### config.mk
export PLATFORM = sky130hd
export DESIGN_NAME = nfc_host
export DESIGN_NICKNAME = d
export VERILOG_FILES = /design/src/design/nfc_host.v
export VERILOG_INCLUDE_DIRS = /design/src /design/src/pkg
export SDC_FILE = /design/constraint.sdc
export NUM_CORES = 1
export LEC_CHECK = 0
export ABC_AREA = 1
export BUFFER_PORTS_ARGS = -buffer_cell sky130_fd_sc_hd__clkbuf_2
export CELL_PAD_IN_SITES_DETAIL_PLACEMENT = 0
export CELL_PAD_IN_SITES_GLOBAL_PLACEMENT = 1
export CORE_MARGIN = 2
export CORE_UTILIZATION = 35
export CTS_CLUSTER_DIAMETER = 30
export DETAILED_ROUTE_END_ITERATION = 8
export GPL_TIMING_DRIVEN = 0
export HOLD_SLACK_MARGIN = 0.08
export PLACE_DENSITY = 0.79
export SKIP_LAST_GASP = 1
export SLEW_MARGIN = 25
export SYNTH_ARGS = -nofsm -noshare
export SYNTH_HDL_FRONTEND = slang
export SYNTH_SLANG_ARGS = --single-unit
### constraint.sdc
create_clock -name clock -period 1.6 [get_ports clock]
set_input_delay 0.24 -clock clock [delete_from_list [all_inputs] [get_ports clock]]
set_output_delay 0.24 -clock clock [all_outputs]
set_load 0.01 [all_outputs]
### src/pkg/nfc_defs.vh
// Command codes, address layout and bus timing counts for the NAND host controller
`ifndef NFC_DEFS_VH
`define NFC_DEFS_VH

// ----------------------------------------------------------------
// Command codes (I/O8 is the msb)
// ----------------------------------------------------------------
`define NFC_CMD_READ_SETUP   8'h00
`define NFC_CMD_READ_START   8'h30
`define NFC_CMD_COL_OUT      8'h05
`define NFC_CMD_COL_OUT_GO   8'he0
`define NFC_CMD_READ_CACHE   8'h31
`define NFC_CMD_READ_LAST    8'h3f
`define NFC_CMD_COPY_READ    8'h3a
`define NFC_CMD_PROG_SETUP   8'h80
`define NFC_CMD_PROG_PLANE2  8'h81
`define NFC_CMD_COPY_PROG    8'h8c
`define NFC_CMD_COL_IN       8'h85
`define NFC_CMD_PROG_GO      8'h10
`define NFC_CMD_PROG_PLANE1  8'h11
`define NFC_CMD_PROG_CACHE   8'h15
`define NFC_CMD_ERASE_SETUP  8'h60
`define NFC_CMD_ERASE_GO     8'hd0
`define NFC_CMD_STATUS       8'h70
`define NFC_CMD_STATUS_MULTI 8'h71
`define NFC_CMD_RESET        8'hff

// ----------------------------------------------------------------
// Geometry
// ----------------------------------------------------------------
`define NFC_PAGE_BYTES       13'd4352
`define NFC_LAST_COL         13'd4351
`define NFC_PAGES_PER_BLOCK  7'd64
`define NFC_BLOCKS           12'd2048
`define NFC_FULL_ADDR_CYC    3'd5
`define NFC_COL_ADDR_CYC     3'd2
`define NFC_STAT_CACHE_RDY   6

// ----------------------------------------------------------------
// Timing: strobe phase length, 25 ns period clock
// ----------------------------------------------------------------
`define NFC_CLK_PERIOD_NS    25
`define NFC_STROBE_LOW_NS    25
`define NFC_STROBE_HIGH_NS   25
`define NFC_WHR_NS           60
`define NFC_LOW_CYC   (((`NFC_STROBE_LOW_NS + `NFC_CLK_PERIOD_NS - 1) / `NFC_CLK_PERIOD_NS))
`define NFC_HIGH_CYC  (((`NFC_STROBE_HIGH_NS + `NFC_CLK_PERIOD_NS - 1) / `NFC_CLK_PERIOD_NS))
`define NFC_WHR_CYC   (((`NFC_WHR_NS + `NFC_CLK_PERIOD_NS - 1) / `NFC_CLK_PERIOD_NS))
// Last count of each phase, sized for the 3-bit phase counter; keep in step with the above
`define NFC_LOW_LAST  3'd0
`define NFC_HIGH_LAST 3'd0
`define NFC_WHR_LAST  3'd2

`endif

### src/design/nfc_host.v
// NAND flash host controller: issues command, address, data-in and read cycles
// ----------------------------------------------------------------
// Summary of operation
// - Host sends five address cycles per full address
// - Column bits 0-7, then 8-12 upper low
// - Row bytes 0-7, 8-15, then bit 16
// - Cycle type set by latch enables
// - Write protect high during program and erase
// - Strobes held high while busy, except status/reset
// - Read 00h addr 30h; column 05h E0h
// - Cached read uses 31h and 3Fh
// - Program 80h addr data 10h; 85h
// - Cache program confirms with 15h
// - Two-plane 80h..11h then 81h..10h/15h
// - Page copy 00h..3Ah then 8Ch..15h/10h
// - Command byte I/O8 msb, I/O1 lsb
// - After 15h end, poll status then reset
// - Never drive bus while device drives
// ----------------------------------------------------------------
`include "nfc_defs.vh"

module nfc_host (
	input  wire        clock,          // 40 MHz system clock
	input  wire        rst,            // Synchronous reset, active high
	input  wire        reqValid,       // Cycle request strobe
	output wire        reqReady,       // Engine idle, request taken
	input  wire [1:0]  reqKind,        // 0 cmd, 1 addr bytes, 2 write data, 3 read data
	input  wire [7:0]  reqCmd,         // Command code for kind 0
	input  wire [12:0] reqCol,         // Column address
	input  wire [16:0] reqRow,         // Row address (block and page)
	input  wire [2:0]  reqAddrCycles,  // 2 (column only) or 5
	input  wire [7:0]  reqData,        // Byte for data input
	input  wire        reqWpHigh,      // Write protect released
	output reg  [7:0]  rdData,         // Byte captured in read cycle
	output reg         rdValid,        // One-cycle pulse with rdData
	output reg         busyErr,        // Set when a refused request was asked
	output reg         chipSelectN,    // Chip select, active low
	output reg         commandLatchEnable, // Command latch enable
	output reg         addressLatchEnable, // Address latch enable
	output reg         writeStrobeN,   // Write strobe, active low
	output reg         outputStrobeN,  // Output strobe, active low
	output reg         writeProtectN,  // Write protect, active low
	input  wire [7:0]  ioIn,           // I/O bus input
	output reg  [7:0]  ioOut,          // I/O bus output
	output reg         ioOeN,          // I/O output enable, low drives
	input  wire        readyBusyN,     // Ready/busy pin from device
	output wire        devBusy         // Filtered busy level
);

	// ----------------------------------------------------------------
	// States
	// ----------------------------------------------------------------
	localparam [4:0] ST_IDLE  = 5'b00001; // Waiting for a request
	localparam [4:0] ST_SETUP = 5'b00010; // Latches and bus set up
	localparam [4:0] ST_LOW   = 5'b00100; // Strobe low phase
	localparam [4:0] ST_HIGH  = 5'b01000; // Strobe high phase
	localparam [4:0] ST_TURN  = 5'b10000; // Bus turnaround before read

	reg [4:0]  state_r;     // Current state
	reg [4:0]  state_nxt;   // Next state
	reg [2:0]  cnt_r;       // Phase counter
	reg [2:0]  cnt_nxt;     // Next phase counter
	reg [2:0]  byteIdx_r;   // Address cycle index
	reg [2:0]  byteIdx_nxt; // Next address cycle index
	reg [2:0]  lastIdx_r;   // Address cycles to send minus one
	reg [1:0]  kind_r;      // Kind of transfer in flight
	reg [7:0]  cmd_r;       // Latched command
	reg [12:0] col_r;       // Latched column
	reg [16:0] row_r;       // Latched row
	reg [7:0]  data_r;      // Latched write byte
	reg        progBusy_r;  // Program or erase command sent
	reg        busySeen_r;  // Device busy observed since the confirm
	reg [2:0]  rbSync_r;    // Ready/busy synchroniser chain
	reg        busy_r;      // Debounced busy level

	wire cmdAllowedBusy; // Command legal while busy
	wire isProgErase;    // Command starts a program or erase
	wire reqRefused;     // Request refused because device is busy
	reg  [7:0] addrByte; // Byte for current address cycle

	// ----------------------------------------------------------------
	// Ready/busy pin synchroniser
	// ----------------------------------------------------------------
	// Three stages; level accepted when stages two and three agree
	always @(posedge clock) begin
		if (rst) begin
			rbSync_r <= 3'b111;
			busy_r   <= 1'b0;
		end else begin
			rbSync_r <= {rbSync_r[1:0], readyBusyN};
			if (rbSync_r[1] == rbSync_r[2]) begin
				busy_r <= ~rbSync_r[2];
			end
		end
	end
	assign devBusy = busy_r;

	// ----------------------------------------------------------------
	// Request screening
	// ----------------------------------------------------------------
	assign cmdAllowedBusy = (reqCmd == `NFC_CMD_STATUS) ||
		(reqCmd == `NFC_CMD_STATUS_MULTI) || (reqCmd == `NFC_CMD_RESET);
	// Only status or reset may go out while busy; strobes stay high otherwise
	assign reqRefused = busy_r && !(reqKind == 2'd0 && cmdAllowedBusy);
	assign reqReady   = (state_r == ST_IDLE) && !reqRefused;
	assign isProgErase = (reqCmd == `NFC_CMD_PROG_GO) || (reqCmd == `NFC_CMD_PROG_PLANE1) ||
		(reqCmd == `NFC_CMD_PROG_CACHE) || (reqCmd == `NFC_CMD_ERASE_GO);

	// ----------------------------------------------------------------
	// Address byte packing
	// ----------------------------------------------------------------
	// Column low, column high, row low, row mid, row bit 16
	always @* begin
		case (byteIdx_r)
			3'd0:    addrByte = col_r[7:0];
			3'd1:    addrByte = {3'h0, col_r[12:8]};
			3'd2:    addrByte = row_r[7:0];
			3'd3:    addrByte = row_r[15:8];
			default: addrByte = {7'h00, row_r[16]};
		endcase
	end

	// ----------------------------------------------------------------
	// Cycle sequencer
	// ----------------------------------------------------------------
	always @* begin
		state_nxt   = state_r;
		cnt_nxt     = cnt_r;
		byteIdx_nxt = byteIdx_r;
		case (state_r)
			ST_IDLE: begin
				if (reqValid && reqReady) begin
					state_nxt   = ST_SETUP;
					byteIdx_nxt = 3'd0;
				end
			end
			ST_SETUP: begin
				// Reads wait out the write-to-read gap first
				if (kind_r == 2'd3) begin
					state_nxt = ST_TURN;
					cnt_nxt   = 3'd0;
				end else begin
					state_nxt = ST_LOW;
					cnt_nxt   = 3'd0;
				end
			end
			ST_TURN: begin
				if (cnt_r >= `NFC_WHR_LAST) begin
					state_nxt = ST_LOW;
					cnt_nxt   = 3'd0;
				end else begin
					cnt_nxt = cnt_r + 3'd1;
				end
			end
			ST_LOW: begin
				if (cnt_r >= `NFC_LOW_LAST) begin
					state_nxt = ST_HIGH;
					cnt_nxt   = 3'd0;
				end else begin
					cnt_nxt = cnt_r + 3'd1;
				end
			end
			ST_HIGH: begin
				if (cnt_r >= `NFC_HIGH_LAST) begin
					cnt_nxt = 3'd0;
					// Address bursts loop back for the next cycle
					if (kind_r == 2'd1 && byteIdx_r != lastIdx_r) begin
						state_nxt   = ST_LOW;
						byteIdx_nxt = byteIdx_r + 3'd1;
					end else begin
						state_nxt = ST_IDLE;
					end
				end else begin
					cnt_nxt = cnt_r + 3'd1;
				end
			end
			default: state_nxt = ST_IDLE;
		endcase
	end

	// ----------------------------------------------------------------
	// Registers and pin drivers
	// ----------------------------------------------------------------
	always @(posedge clock) begin
		if (rst) begin
			state_r            <= ST_IDLE;
			cnt_r              <= 3'd0;
			byteIdx_r          <= 3'd0;
			lastIdx_r          <= 3'd4;
			kind_r             <= 2'd0;
			cmd_r              <= 8'h00;
			col_r              <= 13'h0000;
			row_r              <= 17'h00000;
			data_r             <= 8'h00;
			progBusy_r         <= 1'b0;
			busySeen_r         <= 1'b0;
			rdData             <= 8'h00;
			rdValid            <= 1'b0;
			busyErr            <= 1'b0;
			chipSelectN        <= 1'b1;
			commandLatchEnable <= 1'b0;
			addressLatchEnable <= 1'b0;
			writeStrobeN       <= 1'b1;
			outputStrobeN      <= 1'b1;
			writeProtectN      <= 1'b0;
			ioOut              <= 8'h00;
			ioOeN              <= 1'b1;
		end else begin
			state_r   <= state_nxt;
			cnt_r     <= cnt_nxt;
			byteIdx_r <= byteIdx_nxt;
			rdValid   <= 1'b0;
			// Flag an attempt the device would not accept
			if (reqValid && state_r == ST_IDLE && reqRefused) begin
				busyErr <= 1'b1;
			end else if (reqValid && reqReady) begin
				busyErr <= 1'b0;
			end
			// Busy only shows a few clocks after the confirm, so wait to see it first
			if (progBusy_r && busy_r) begin
				busySeen_r <= 1'b1;
			end
			// Program/erase busy ends when ready returns; a confirm the device
			// never answers leaves write protect released until busy next comes and goes, or reset
			if (busySeen_r && !busy_r && state_r == ST_IDLE && !(reqValid && reqReady)) begin
				progBusy_r <= 1'b0;
				busySeen_r <= 1'b0;
			end
			// Write protect stays released while program or erase busy
			if (!progBusy_r) begin
				writeProtectN <= reqWpHigh;
			end
			if (reqValid && reqReady) begin
				kind_r    <= reqKind;
				cmd_r     <= reqCmd;
				col_r     <= (reqCol > `NFC_LAST_COL) ? `NFC_LAST_COL : reqCol;
				row_r     <= reqRow;
				data_r    <= reqData;
				lastIdx_r <= (reqAddrCycles == `NFC_COL_ADDR_CYC) ? 3'd1 : 3'd4;
				if (reqKind == 2'd0 && isProgErase) begin
					progBusy_r    <= 1'b1;
					busySeen_r    <= 1'b0;
					writeProtectN <= 1'b1;
				end
			end
			case (state_r)
				ST_IDLE: begin
					// Latches and bus drop one cycle after the rising strobe
					writeStrobeN       <= 1'b1;
					outputStrobeN      <= 1'b1;
					ioOeN              <= 1'b1;
					commandLatchEnable <= 1'b0;
					addressLatchEnable <= 1'b0;
					if (reqValid && reqReady) begin
						chipSelectN <= 1'b0;
					end
				end
				ST_SETUP: begin
					// Latch enables chosen from the cycle type
					commandLatchEnable <= (kind_r == 2'd0);
					addressLatchEnable <= (kind_r == 2'd1);
					if (kind_r != 2'd3) begin
						// Command bits map I/O8 to bit 7
						ioOut <= (kind_r == 2'd0) ? cmd_r :
							(kind_r == 2'd1) ? addrByte : data_r;
						ioOeN <= 1'b0;
					end else begin
						ioOeN <= 1'b1;
					end
				end
				ST_TURN: begin
					ioOeN <= 1'b1;
				end
				ST_LOW: begin
					if (kind_r == 2'd3) begin
						outputStrobeN <= 1'b0;
					end else begin
						writeStrobeN <= 1'b0;
						ioOut        <= (kind_r == 2'd1) ? addrByte : ioOut;
					end
				end
				ST_HIGH: begin
					// Rising write strobe latches; read sampled at rising output strobe
					if (cnt_r == 3'd0) begin
						if (kind_r == 2'd3) begin
							rdData  <= ioIn;
							rdValid <= 1'b1;
						end
					end
					// Latch enables and bus hold past this edge for the device's hold time
					writeStrobeN  <= 1'b1;
					outputStrobeN <= 1'b1;
				end
				default: begin
					writeStrobeN  <= 1'b1;
					outputStrobeN <= 1'b1;
				end
			endcase
		end
	end

endmodule // nfc_host

Word-level counts from Yosys, hierarchy flattened:

Cells that the tools add are included.

* register bits after elaboration: 93
* input port bits: 64
* word-level logic and storage cells: 149

* add/sub/neg operators: 2
* magnitude comparators: 3
* equality and inequality tests: 30
* muxes and demuxes: 44
* bitwise gates (word level): 4
* reductions and logical operators: 42

Operators by type and width (number)
* two-way mux 8 bit: 5
* one-hot mux 8 bit (4 select lines): 1
* two-way mux 5 bit: 5
* one-hot mux 5 bit (5 select lines): 1
* == test 8 x 5 -> 1 bit (second input constant): 3
* two-way mux 3 bit: 7
* != test 2 bit (second input constant): 9
* == test 8 x 7 -> 1 bit (second input constant): 2
* == test 8 bit (second input constant): 2
* two-way mux 1 bit: 16
* one-hot mux 8 bit (2 select lines): 1
* > comparator 13 bit (second input constant): 1
* two-way mux 13 bit: 1
* logical AND 1 bit: 12
* AND reduction 4 bit: 3
* one-hot mux 1 bit (2 select lines): 5
* nonzero test 2 bit: 5
* == test 3 x 2 -> 1 bit (second input constant): 3
* one-hot mux 3 bit (3 select lines): 1
* adder 3 x 1 -> 3 bit (second input constant): 2
* zero test 3 bit: 2
* one-hot mux 3 bit (2 select lines): 1
* AND reduction 2 bit: 3
* OR reduction 2 bit: 3
* other kinds (20): 31

Logic depth before layout (Yosys ltp):

Gate-level depths: netlist of the first run.

* word-level depth: 14
* mapped depth: 12
* gate-level depth less buffers: 12

Worst setup path after synthesis of the first run:

Ideal clock, no wire load.

* path type: register to register
* start point: register byteIdx_r[0]
* end point: register ioOut[6]
* data arrival time: 1.447 ns
* setup slack: 0.084 ns
* stages on the path, launching flop included: 10
* buffers on the path: 0
* clock period less this slack: 1.516 ns
* cells stage by stage: dfxtp_1 > inv_1 > ha_1 > inv_1 > nor2_1 > nor2_1 > nand2_1 > nand2_1 > a31o_2 > a21oi_1

* word-level cells in the longest chain between the ends: 6
* elaborated cells between the ends (all ways): 11
* classes of those cells: 3 x eq/ne; 7 x mux; 1 x reduce/logical

RTL lines
* start: declaration: line nfc_host.v:63 `reg [2:0] byteIdx_r;`
* start signal: assignment: line nfc_host.v:211 `byteIdx_r <= byteIdx_nxt;`
* == test 3 x 2 -> 1 bit (tied with other cells): line nfc_host.v:114 `case (byteIdx_r)`
* one-hot mux 8 bit (4 select lines) (*): line nfc_host.v:114
* two-way mux 8 bit: line nfc_host.v:265 `(kind_r == 2'd1) ? addrByte : data_r;`
* two-way mux 8 bit: line nfc_host.v:264 `ioOut <= (kind_r == 2'd0) ? cmd_r :`
* two-way mux 8 bit: line nfc_host.v:262 `if (kind_r != 2'd3) begin`
* one-hot mux 8 bit (2 select lines) (*): line nfc_host.v:246 `case (state_r)`
* end signal: assignment: line nfc_host.v:264
* end signal: assignment: line nfc_host.v:279 `ioOut <= (kind_r == 2'd1) ? addrByte : ioOut;`
* end: declaration: line nfc_host.v:44 `output reg [7:0] ioOut,`

Every way passes the cells marked *; elsewhere a longest branch is shown, timed or not. The select of a mux whose other input is x is not followed.
A chain may end at the register's enable or synchronous reset.

Worst setup path after layout of the first run:

* start point: register state_r[2]
* end point: register byteIdx_r[2]

* word-level cells in the longest chain between the ends: 5
* elaborated cells between the ends (all ways): 10
* classes of those cells: 5 x eq/ne; 1 x mux; 4 x reduce/logical

RTL lines
* start: declaration: line nfc_host.v:59 `reg [4:0] state_r;`
* start signal: assignment: line nfc_host.v:209 `state_r <= state_nxt;`
* == test 5 x 1 -> 1 bit: line nfc_host.v:105, nfc_host.v:130
* logical AND 1 bit: line nfc_host.v:105 `assign reqReady = (state_r == ST_IDLE) && !reqRefused;`
* logical AND 1 bit: line nfc_host.v:132 `if (reqValid && reqReady) begin`
* != test 2 x 1 -> 1 bit (no source line)
* AND reduction 4 bit (no source line)

Several ways; a longest one is shown, not always the timed one.

==> impl_metrics.yaml, run 1 <==
timing:
  final.setup.worst_slack_ns: -0.0378
  setup_viol: 5
  slew_headroom: 0.556
  slew_violations: 0
  post-route-period-util: 1.02
  tightest_slew_ns: 0.667
  rsz0062_at_grt: "yes"
  finClkSkew_ns: 0.00814
  hold_viol_final: 0
  period_needed_ns: 1.64
  fmax_ghz: 0.611
yosys:
  yosys.area.top_type_share: 0.450
  yosysSeqAreaShare: 0.450
  yosysWarningCount: 0
  syn_area_um2: 4090
  avgSynthCellArea_um2: 7.18
  synth_edf_count: 0
  synth.most_common_cell: "nor2_1"
  synth_area_leader_cell: "dfxtp_1"
  ys_types: 39
  synth_common_cells: "106 x nor2_1, 94 x nand2_1, 92 x dfxtp_1, 64 x o21ai_0, 61 x a21oi_1"
  syn_nets: 642
  async_flop_share: 0
  synth_flop_cell: "dfxtp_1"
  ys_top_cells_by_area: "dfxtp_1 45%, nor2_1 9.7%, nand2_1 8.6%, o21ai_0 7.8%, a21oi_1 7.5%"
  netlist_instances: 570
  ys_ff_latch: 92
placed_design:
  finalWeightedCongestion: 0.856
  dpl_worst_slack_ns: -0.489
  dp_hpwl_um: 8960
  portBuffers: 89
  place_area_um2: 4710
  dpl.cell_count: 802
setup_path:
  critPathCapture: "byteIdx_r[2]$_SDFFE_PP0P_"
  worst-path-buf-inv: 3
  crit_start: "state_r[2]$_SDFFE_PP0P_"
  crit_type: "flip-flop to flip-flop"
  crit_arrival_ns: 1.87
  cp_top_family: "simple AND/OR/NAND/NOR gates"
  worstPathRequired_ns: 1.83
  critical-path-max-stage-delay_ns: 0.36
  rrSetupSlack_ns: -0.04
  setup.worst_path.start_class: "flip-flop"
  cp_num_cells: 10
  cp_max_fo: 6
  r2r.worst_path.cells: 10
  reg2reg_to: "byteIdx_r[2]$_SDFFE_PP0P_"
  worstSetupEndpointType: "flip-flop"
  worstPathCellList: "nor2_4 -> nand4_4 -> buf_4 -> buf_6 -> inv_4 -> nor2_2 -> a21oi_4 -> nand3_1 -> nand2_1 -> nor2_1"
  cpMaxStageDelayCell: "dfxtp_4"
  rr_startpoint: "state_r[2]$_SDFFE_PP0P_"
power:
  combPwrFrac: 0.325
  p_clk_frac: 0.285
  p_sw_mw: 2.31
  intPower_mw: 4.73
  power.leakage_nw: 2.48
  switching_share: 0.328
  max-vdd-ir-drop_mv: 0.511
  p_per_area_nw_per_um2: 1250
  seq_power_share: 0.390
  finalPower_mw: 7.04
route:
  wl_per_cell_um: 14.8
  drc: 0
  antenna_left: 0
  routed-via-count: 4200
  drtIter0Drc: 192
  firstDrtPassIters: 5
  viasPerCell: 4.96
  totalWireLength_um: 12500
layout:
  finish.utilization: 0.492
  layout.cells.non_filler: 847
  stdcell_area_um2: 5620
  layout.nets: 773
  area_growth_pct: 37.4
  n_antenna_cell: 0
  drive_gt1_frac: 0.313
global_route:
  grt_overflow_total: 0
  grt_pass1_vias: 3991
  grt_pass1_wl_um: 19800
  antenna_found_initial: 0
  grt_util_all_layers: 0.200
  grt_max_degree: 14
clocking:
  cts_tree: "yes"
  clock_path_buffers: 2
  cts.root.buffer_cell: "clkbuf_16"
  htreeDepth: 3
  clkSinkCount: 92
  numCtsBuffers: 9
  clk_latency_ns: 0.34
  clk_pin_slew_ns: 0.06
worst_hold_path:
  hold_path_class: "input pin to flip-flop"
floorplanning:
  core_area_um2: 11400
  die_width_um: 112
  dieArea_um2: 12600
  std_cell_rows: 39
  ioPinCount: 91
  initial_utilization: 0.358
  fp.dieH_um: 112
outcome:
  violations: "setup timing"
  status: "finished with violations"
job:
  max-cap-violations: 0
[cells in the final DEF, fill, tap and decap left out, drive strengths merged, types with 2 or more instances in the layout]
cell / Yosys / routed
buf: 9 / 42
nand2: 97 / 97
o211ai: 2 / 2
nor3: 5 / 5
dfxtp: 92 / 92
nor4: 2 / 2
or2: 4 / 4
nor3b: 2 / 2
a31o: 2 / 2
nand4: 5 / 5
inv: 45 / 45
nand3: 31 / 31
o21ai: 70 / 70
clkinv: 2 / 3
nor2: 109 / 109
a21oi: 63 / 63
clkbuf: 15 / 113
ha: 8 / 8
[registers in the layout, summed over array words and instances, names as in the netlist, 2 cells and up]
name	flops
cnt_r	3
col_r	13
rbSync_r	3
state_r	5
ioOut	8
row_r	17
cmd_r	8
rdData	8
data_r	8
byteIdx_r	3
lastIdx_r	2
kind_r	2
[power by group through the flow]
stage | registers (mW) | clock network, mW | logic [mW]
after floorplan | 2.73 | 0 | 1.04
after global placement | 2.75 | 0 | 1.48
after detailed placement | 2.76 | 0 | 1.51
after CTS | 2.73 | 2.06 | 1.82
after global routing | 2.78 | 2.17 | 2.52
final | 2.75 | 2.01 | 2.29
[cells by family after synthesis]
family                     count (synthesis)  synth area share
AOI/OAI and AO/OA                        142             0.184
and+or+nand+nor                          256             0.267
adders and majority gates                  8            0.0245
muxes                                      1           0.00245
buffers and inverters                     71            0.0725
DFF                                       92             0.450
[worst min-delay path, cell delays in order]
cell and delay (ns):
clkbuf_2 0.07, o21ai_1 0.05, nor2_1 0.07
[repair_timing]
item | CTS | global route
resized for setup | 32 | 96
hold buffers | 1 | 0
buffers inserted | 13 | 17
endpoints found under the hold margin | 1 | 0
endpoints found under the setup margin | 78 | 79
cloned | 1 | 1
pin swaps | 6 | 19
[per-layer routing]
metal	part of all wire	global-route usage
met1	0.45	0.264
met2	0.48	0.327
met3	0.056	0.0443
met4	0.021	0.0610
met5	0	0
[worst min path at each step]
stage | start | end | slack [ns] | cells past startpoint
finish | reqRow[7] | row_r[7]$_SDFFE_PP0N_ | 0.13 | 3
global route | reqCol[8] | col_r[8]$_SDFFE_PP0N_ | 0.15 | 3
floorplan | readyBusyN | rbSync_r[0]$_SDFF_PP1_ | 0.34 | 1
detailed placement | rbSync_r[2]$_SDFF_PP1_ | devBusy$_SDFFE_PP0N_ | 0.39 | 1
CTS | reqRow[7] | row_r[7]$_SDFFE_PP0N_ | 0.13 | 3
global placement | rbSync_r[2]$_SDFF_PP1_ | devBusy$_SDFFE_PP0N_ | 0.39 | 1
[area by class of cell]
class / count / area, µm²
Buffer: 22 / 156
Inverter: 47 / 191
Clock inverter: 2 / 10.0
Sequential cell: 92 / 1860
Clock buffer: 12 / 267
Multi-Input combinational cell: 407 / 2210
Tap cell: 143 / 179
Fill cell: 1178 / 5800
Timing Repair Buffer: 122 / 753
[through the flow]
stage               hold slack [ns]  TNS [ns]
floorplan                     0.344         0
global placement              0.390     -9.69
detailed placement            0.391    -12.70
CTS                           0.133   -0.0998
global route                  0.149     -3.45
finish                        0.129   -0.0920
(Power assumes the default switching activity.)
==> run 2, diff against run 1 <==
--- a/config.mk
+++ b/config.mk
@@ -7,7 +7,7 @@
 export NUM_CORES = 1
 export LEC_CHECK = 0
 export ABC_AREA = 1
-export BUFFER_PORTS_ARGS = -buffer_cell sky130_fd_sc_hd__clkbuf_2
+export BUFFER_PORTS_ARGS = -buffer_cell sky130_fd_sc_hd__buf_2
 export CELL_PAD_IN_SITES_DETAIL_PLACEMENT = 0
 export CELL_PAD_IN_SITES_GLOBAL_PLACEMENT = 1
 export CORE_MARGIN = 2
@@ -17,8 +17,9 @@
 export GPL_TIMING_DRIVEN = 0
 export HOLD_SLACK_MARGIN = 0.08
 export PLACE_DENSITY = 0.79
+export REMOVE_ABC_BUFFERS = 1
 export SKIP_LAST_GASP = 1
-export SLEW_MARGIN = 25
+export SLEW_MARGIN = 20
 export SYNTH_ARGS = -nofsm -noshare
 export SYNTH_HDL_FRONTEND = slang
 export SYNTH_SLANG_ARGS = --single-unit
==> impl_metrics.yaml, run 2 (synthesized netlist as in run 1, its figures left out) <==
outcome:
  status: "finished with violations"
  violations: "setup timing"
layout:
  area_growth_pct: 38.8
  n_antenna_cell: 0
  stdcell_area_um2: 5680
  reg_top3: "row_r (17), col_r (13)"
  layout.nets: 756
  fillers: 1139
  top_register: "row_r"
  drive_gt1_frac: 0.321
  final_common_cell: "nor2_1"
  layout_common_cells: "95 x nor2_1, 90 x buf_2, 83 x nand2_1, 83 x dfxtp_1, 61 x o21ai_0"
  largest_reg_flops: 17
placed_design:
  portBuffers: 90
  finalWeightedCongestion: 0.823
  dp_hpwl_um: 7610
  place_area_um2: 4650
  dpl_worst_slack_ns: -0.590
timing:
  post-route-period-util: 1.04
  final.setup.worst_slack_ns: -0.0675
  slew_headroom: 0.593
  tns_ns: -0.291
  fmax_ghz: 0.600
  tightest_slew_ns: 0.611
  rsz0062_at_grt: "yes"
  hold_viol_final: 0
  period_needed_ns: 1.67
  finClkSkew_ns: 0.0100
  setup_viol: 11
  slew_violations: 0
clocking:
  clkSinkCount: 92
  clock_path_buffers: 2
  cts_tree: "yes"
  htreeDepth: 3
  cts.root.buffer_cell: "clkbuf_16"
  clk_latency_ns: 0.35
  numCtsBuffers: 9
  clk_pin_slew_ns: 0.07
setup_path:
  setup.worst_path.start_class: "flip-flop"
  crit_start: "state_r[3]$_SDFFE_PP0P_"
  worstSetupEndpointType: "flip-flop"
  rr_startpoint: "state_r[3]$_SDFFE_PP0P_"
  worstPathRequired_ns: 1.87
  cp_max_fo: 7
  r2r.worst_path.cells: 10
  crit_arrival_ns: 1.94
  crit_type: "flip-flop to flip-flop"
route:
  wl_per_cell_um: 14.5
  antenna_left: 0
  routed-via-count: 4162
  viasPerCell: 5.00
  drc: 0
  firstDrtPassIters: 6
  drtIter0Drc: 200
  totalWireLength_um: 12000
power:
  power.leakage_nw: 2.48
  p_sw_mw: 2.40
  p_per_area_nw_per_um2: 1310
  finalPower_mw: 7.45
  seq_power_share: 0.374
  p_clk_frac: 0.333
  combPwrFrac: 0.293
  max-vdd-ir-drop_mv: 0.959
  switching_share: 0.321
  intPower_mw: 5.06
floorplanning:
  initial_utilization: 0.358
  core_area_um2: 11400
  die_width_um: 112
  dieArea_um2: 12600
  std_cell_rows: 39
  ioPinCount: 91
  fp.dieH_um: 112
global_route:
  grt_util_all_layers: 0.183
  grt_max_degree: 49
  grt_pass1_wl_um: 18400
  antenna_found_initial: 0
  grt_overflow_total: 0
  grt_pass1_vias: 3907
worst_hold_path:
  min_path_cells: 3
  hold_path_class: "input pin to flip-flop"
  min_from: "reqRow[12]"
job:
  max-cap-violations: 0
## run 2: cell types whose count changed in the layout (fill, tap and decap cells not counted), moves of 5 or more
cell	before	now
nand2_1	89	83
clkbuf_2	89	0
o21ai_1	23	9
dfxtp_2	1	6
o21ai_0	43	61
buf_2	2	90
buf_4	28	22
clkbuf_1	9	0
## run 2: layout make-up
type                    count  area, µm²  area share
flip-flops and latches     92       1860       0.328
repair buffers            125        856       0.151
well taps                 143        179      0.0315
inverters                  47        199      0.0350
clock inverters             7        121      0.0214
multi-input cells         409       2240       0.394
clock buffers               9        225      0.0397
## run 2: critical path, cell delays in order (launching register included)
cell	delay, ns
dfxtp_2	0.34
nor2_4	0.13
nand4_4	0.11
nor2_4	0.19
inv_4	0.07
a21oi_4	0.13
buf_12	0.13
buf_16	0.13
clkbuf_16	0.14
nand3_2	0.07
o21ai_1	0.13
## run 2: worst paths after layout
path                            slack (ns)                      to
worst max register to register       -0.07   col_r[9]$_SDFFE_PP0N_
worst min register to register        0.40    devBusy$_SDFFE_PP0N_
worst min-delay path                  0.14  row_r[12]$_SDFFE_PP0N_
worst max-delay path                 -0.07   col_r[9]$_SDFFE_PP0N_
## run 2: power groups by stage
stage / combinational (mW) / sequential [mW] / clock [mW]
global route: 2.42 / 2.82 / 2.61
global placement: 1.36 / 2.76 / 0
CTS: 1.76 / 2.74 / 2.52
finish: 2.19 / 2.78 / 2.48
detailed placement: 1.42 / 2.77 / 0
floorplan: 0.954 / 2.74 / 0
## run 2: per-layer routing
layer	wire length, µm	vias to the layer above	track usage
met5	0	-	0
met4	218	0	0.0634
met3	559	18	0.0346
met2	5900	111	0.315
met1	5370	1923	0.230
li1	-	2110	-
## run 2: metrics by stage
stage                     std cells  utilization  hold slack, ns
after floorplan                 546            -           0.309
after global placement          779        0.403           0.391
after detailed placement        781        0.407           0.399
after CTS                       821        0.466           0.134
after global routing            832        0.497           0.145
final                           832        0.497           0.137
## run 2: timing repair
item,in CTS,in global routing
setup buffers,21,8
gates cloned,2,3
gates resized for setup,34,63
endpoints found under the hold margin,1,0
hold buffers,1,0
pin swaps,6,29
endpoints found under the setup margin,82,82
==> run 3, diff against run 2 <==
--- a/config.mk
+++ b/config.mk
@@ -10,6 +10,7 @@
 export BUFFER_PORTS_ARGS = -buffer_cell sky130_fd_sc_hd__buf_2
 export CELL_PAD_IN_SITES_DETAIL_PLACEMENT = 0
 export CELL_PAD_IN_SITES_GLOBAL_PLACEMENT = 1
+export CORE_ASPECT_RATIO = 1.4
 export CORE_MARGIN = 2
 export CORE_UTILIZATION = 35
 export CTS_CLUSTER_DIAMETER = 30
==> impl_metrics.yaml, run 3 (synthesized netlist as in run 1, its figures left out) <==
power:
  p_per_area_nw_per_um2: 1230
  p_sw_mw: 2.42
  intPower_mw: 4.80
  combPwrFrac: 0.340
  switching_share: 0.335
  seq_power_share: 0.383
  power.leakage_nw: 2.56
  max-vdd-ir-drop_mv: 0.630
  finalPower_mw: 7.22
  p_clk_frac: 0.277
layout:
  largest_reg_flops: 17
  top_register: "row_r"
  drive_gt1_frac: 0.350
  fillers: 1102
  layout.nets: 769
  layout_common_cells: "90 x nand2_1, 90 x buf_2, 86 x nor2_1"
  reg_top3: "row_r (17), col_r (13)"
  area_growth_pct: 43.2
  layout.cells.non_filler: 845
  stdcell_area_um2: 5860
  n_antenna_cell: 0
timing:
  setup_viol: 21
  fin_hold_ws_ns: 0.138
  final.setup.worst_slack_ns: -0.0725
  period_needed_ns: 1.67
  fmax_ghz: 0.598
  rsz0062_at_grt: "yes"
  post-route-period-util: 1.05
  tightest_slew_ns: 0.756
  hold_viol_final: 0
  slew_headroom: 0.496
  finClkSkew_ns: 0.00789
  slew_violations: 0
clocking:
  clock_path_buffers: 2
  clkSinkCount: 92
  cts_tree: "yes"
  cts.root.buffer_cell: "clkbuf_16"
  clk_latency_ns: 0.34
  numCtsBuffers: 9
  clk_pin_slew_ns: 0.07
  htreeDepth: 3
placed_design:
  dpl.cell_count: 783
  place_area_um2: 4690
  finalWeightedCongestion: 0.793
  portBuffers: 90
  dp_hpwl_um: 7900
global_route:
  grt_max_degree: 43
  grt_pass1_wl_um: 18800
  antenna_found_initial: 0
  grt_pass1_vias: 3964
  grt_overflow_total: 0
  grt_util_all_layers: 0.191
setup_path:
  setup.worst_path.start_class: "flip-flop"
  worstSetupEndpointType: "flip-flop"
  cp_max_fo: 8
  worstPathRequired_ns: 1.82
  r2r.worst_path.cells: 8
  crit_arrival_ns: 1.89
  crit_type: "flip-flop to flip-flop"
route:
  drc: 0
  viasPerCell: 5.02
  antenna_left: 0
  routed-via-count: 4243
  drtIter0Drc: 161
  firstDrtPassIters: 4
  totalWireLength_um: 12700
  wl_per_cell_um: 15.1
floorplanning:
  initial_utilization: 0.361
  die_width_um: 95.4
  std_cell_rows: 46
  ioPinCount: 91
  dieArea_um2: 12600
  core_area_um2: 11300
  fp.dieH_um: 132
worst_hold_path:
  hold_path_class: "input pin to flip-flop"
  min_path_cells: 3
outcome:
  status: "finished with violations"
  violations: "setup timing"
job:
  max-cap-violations: 0
## run 3: cell types whose count changed in the layout (fill, tap and decap cells not counted), moves of 8 or more
cell	change
o21ai_0	-21
nor2_2	+11
a21oi_2	+8
nor2_1	-9
buf_4	+9
a21oi_1	-11
o21ai_1	+16
## run 3: timing repair
item	CTS	global route
setup endpoints to repair	79	72
pin swaps	6	28
resized for setup	34	99
endpoints found under the hold margin	1	0
hold buffers	1	0
buffers inserted	19	18
gates cloned	3	6
## run 3: worst max-delay path: stages (launching register included)
cell	delay, ns
dfxtp_1	0.46
nand4_4	0.17
nor2_4	0.18
inv_4	0.05
a21oi_4	0.15
buf_12	0.17
buf_8	0.13
clkbuf_16	0.16
a21oi_2	0.06
## run 3: area by class of cell
class | instances | area, µm² | share of cell area
multi-input combinational | 408 | 2290 | 0.392
sequential | 92 | 1860 | 0.318
timing repair buffer | 139 | 1060 | 0.181
clock buffer | 13 | 260 | 0.0444
inverter | 47 | 193 | 0.0329
tap | 144 | 180 | 0.0308
clock inverter | 2 | 10.0 | 0.00171
## run 3: metal layers
layer  vias up  track usage  part of all wire
met2       121        0.349              0.51
met4         0       0.0717             0.048
met1      1960        0.216              0.40
met5         -            0                 0
li1       2126            -                 -
met3        36       0.0337             0.040
## run 3: stage by stage
stage                     TNS, ns  utilization  setup WS (ns)
after global placement     -70.83        0.406          -1.16
after CTS                  -0.139        0.466        -0.0327
after detailed placement   -20.40        0.413         -0.513
final                      -0.765        0.517        -0.0725
after global routing        -2.69        0.517         -0.110
after floorplan            -11.54            -         -0.315
## run 3: final timing paths
kind / start / to / slack, ns
min reg2reg: rbSync_r[2]$_SDFF_PP1_ / devBusy$_SDFFE_PP0N_ / 0.40
min: reqData[5] / data_r[5]$_SDFFE_PP0N_ / 0.14
max: state_r[0]$_SDFFE_PP1P_ / col_r[3]$_SDFFE_PP0N_ / -0.07
max reg2reg: state_r[0]$_SDFFE_PP1P_ / col_r[3]$_SDFFE_PP0N_ / -0.07
## run 3: power by group through the flow
| stage | logic [mW] | clock network [mW] | registers, mW |
|---|---|---|---|
| 6_report | 2.45 | 2.00 | 2.77 |
| 2_1_floorplan | 0.954 | 0 | 2.74 |
| 5_1_grt | 2.65 | 2.10 | 2.80 |
| 3_5_place_dp | 1.48 | 0 | 2.77 |
| 3_3_place_gp | 1.38 | 0 | 2.76 |
| 4_1_cts | 1.82 | 2.01 | 2.74 |
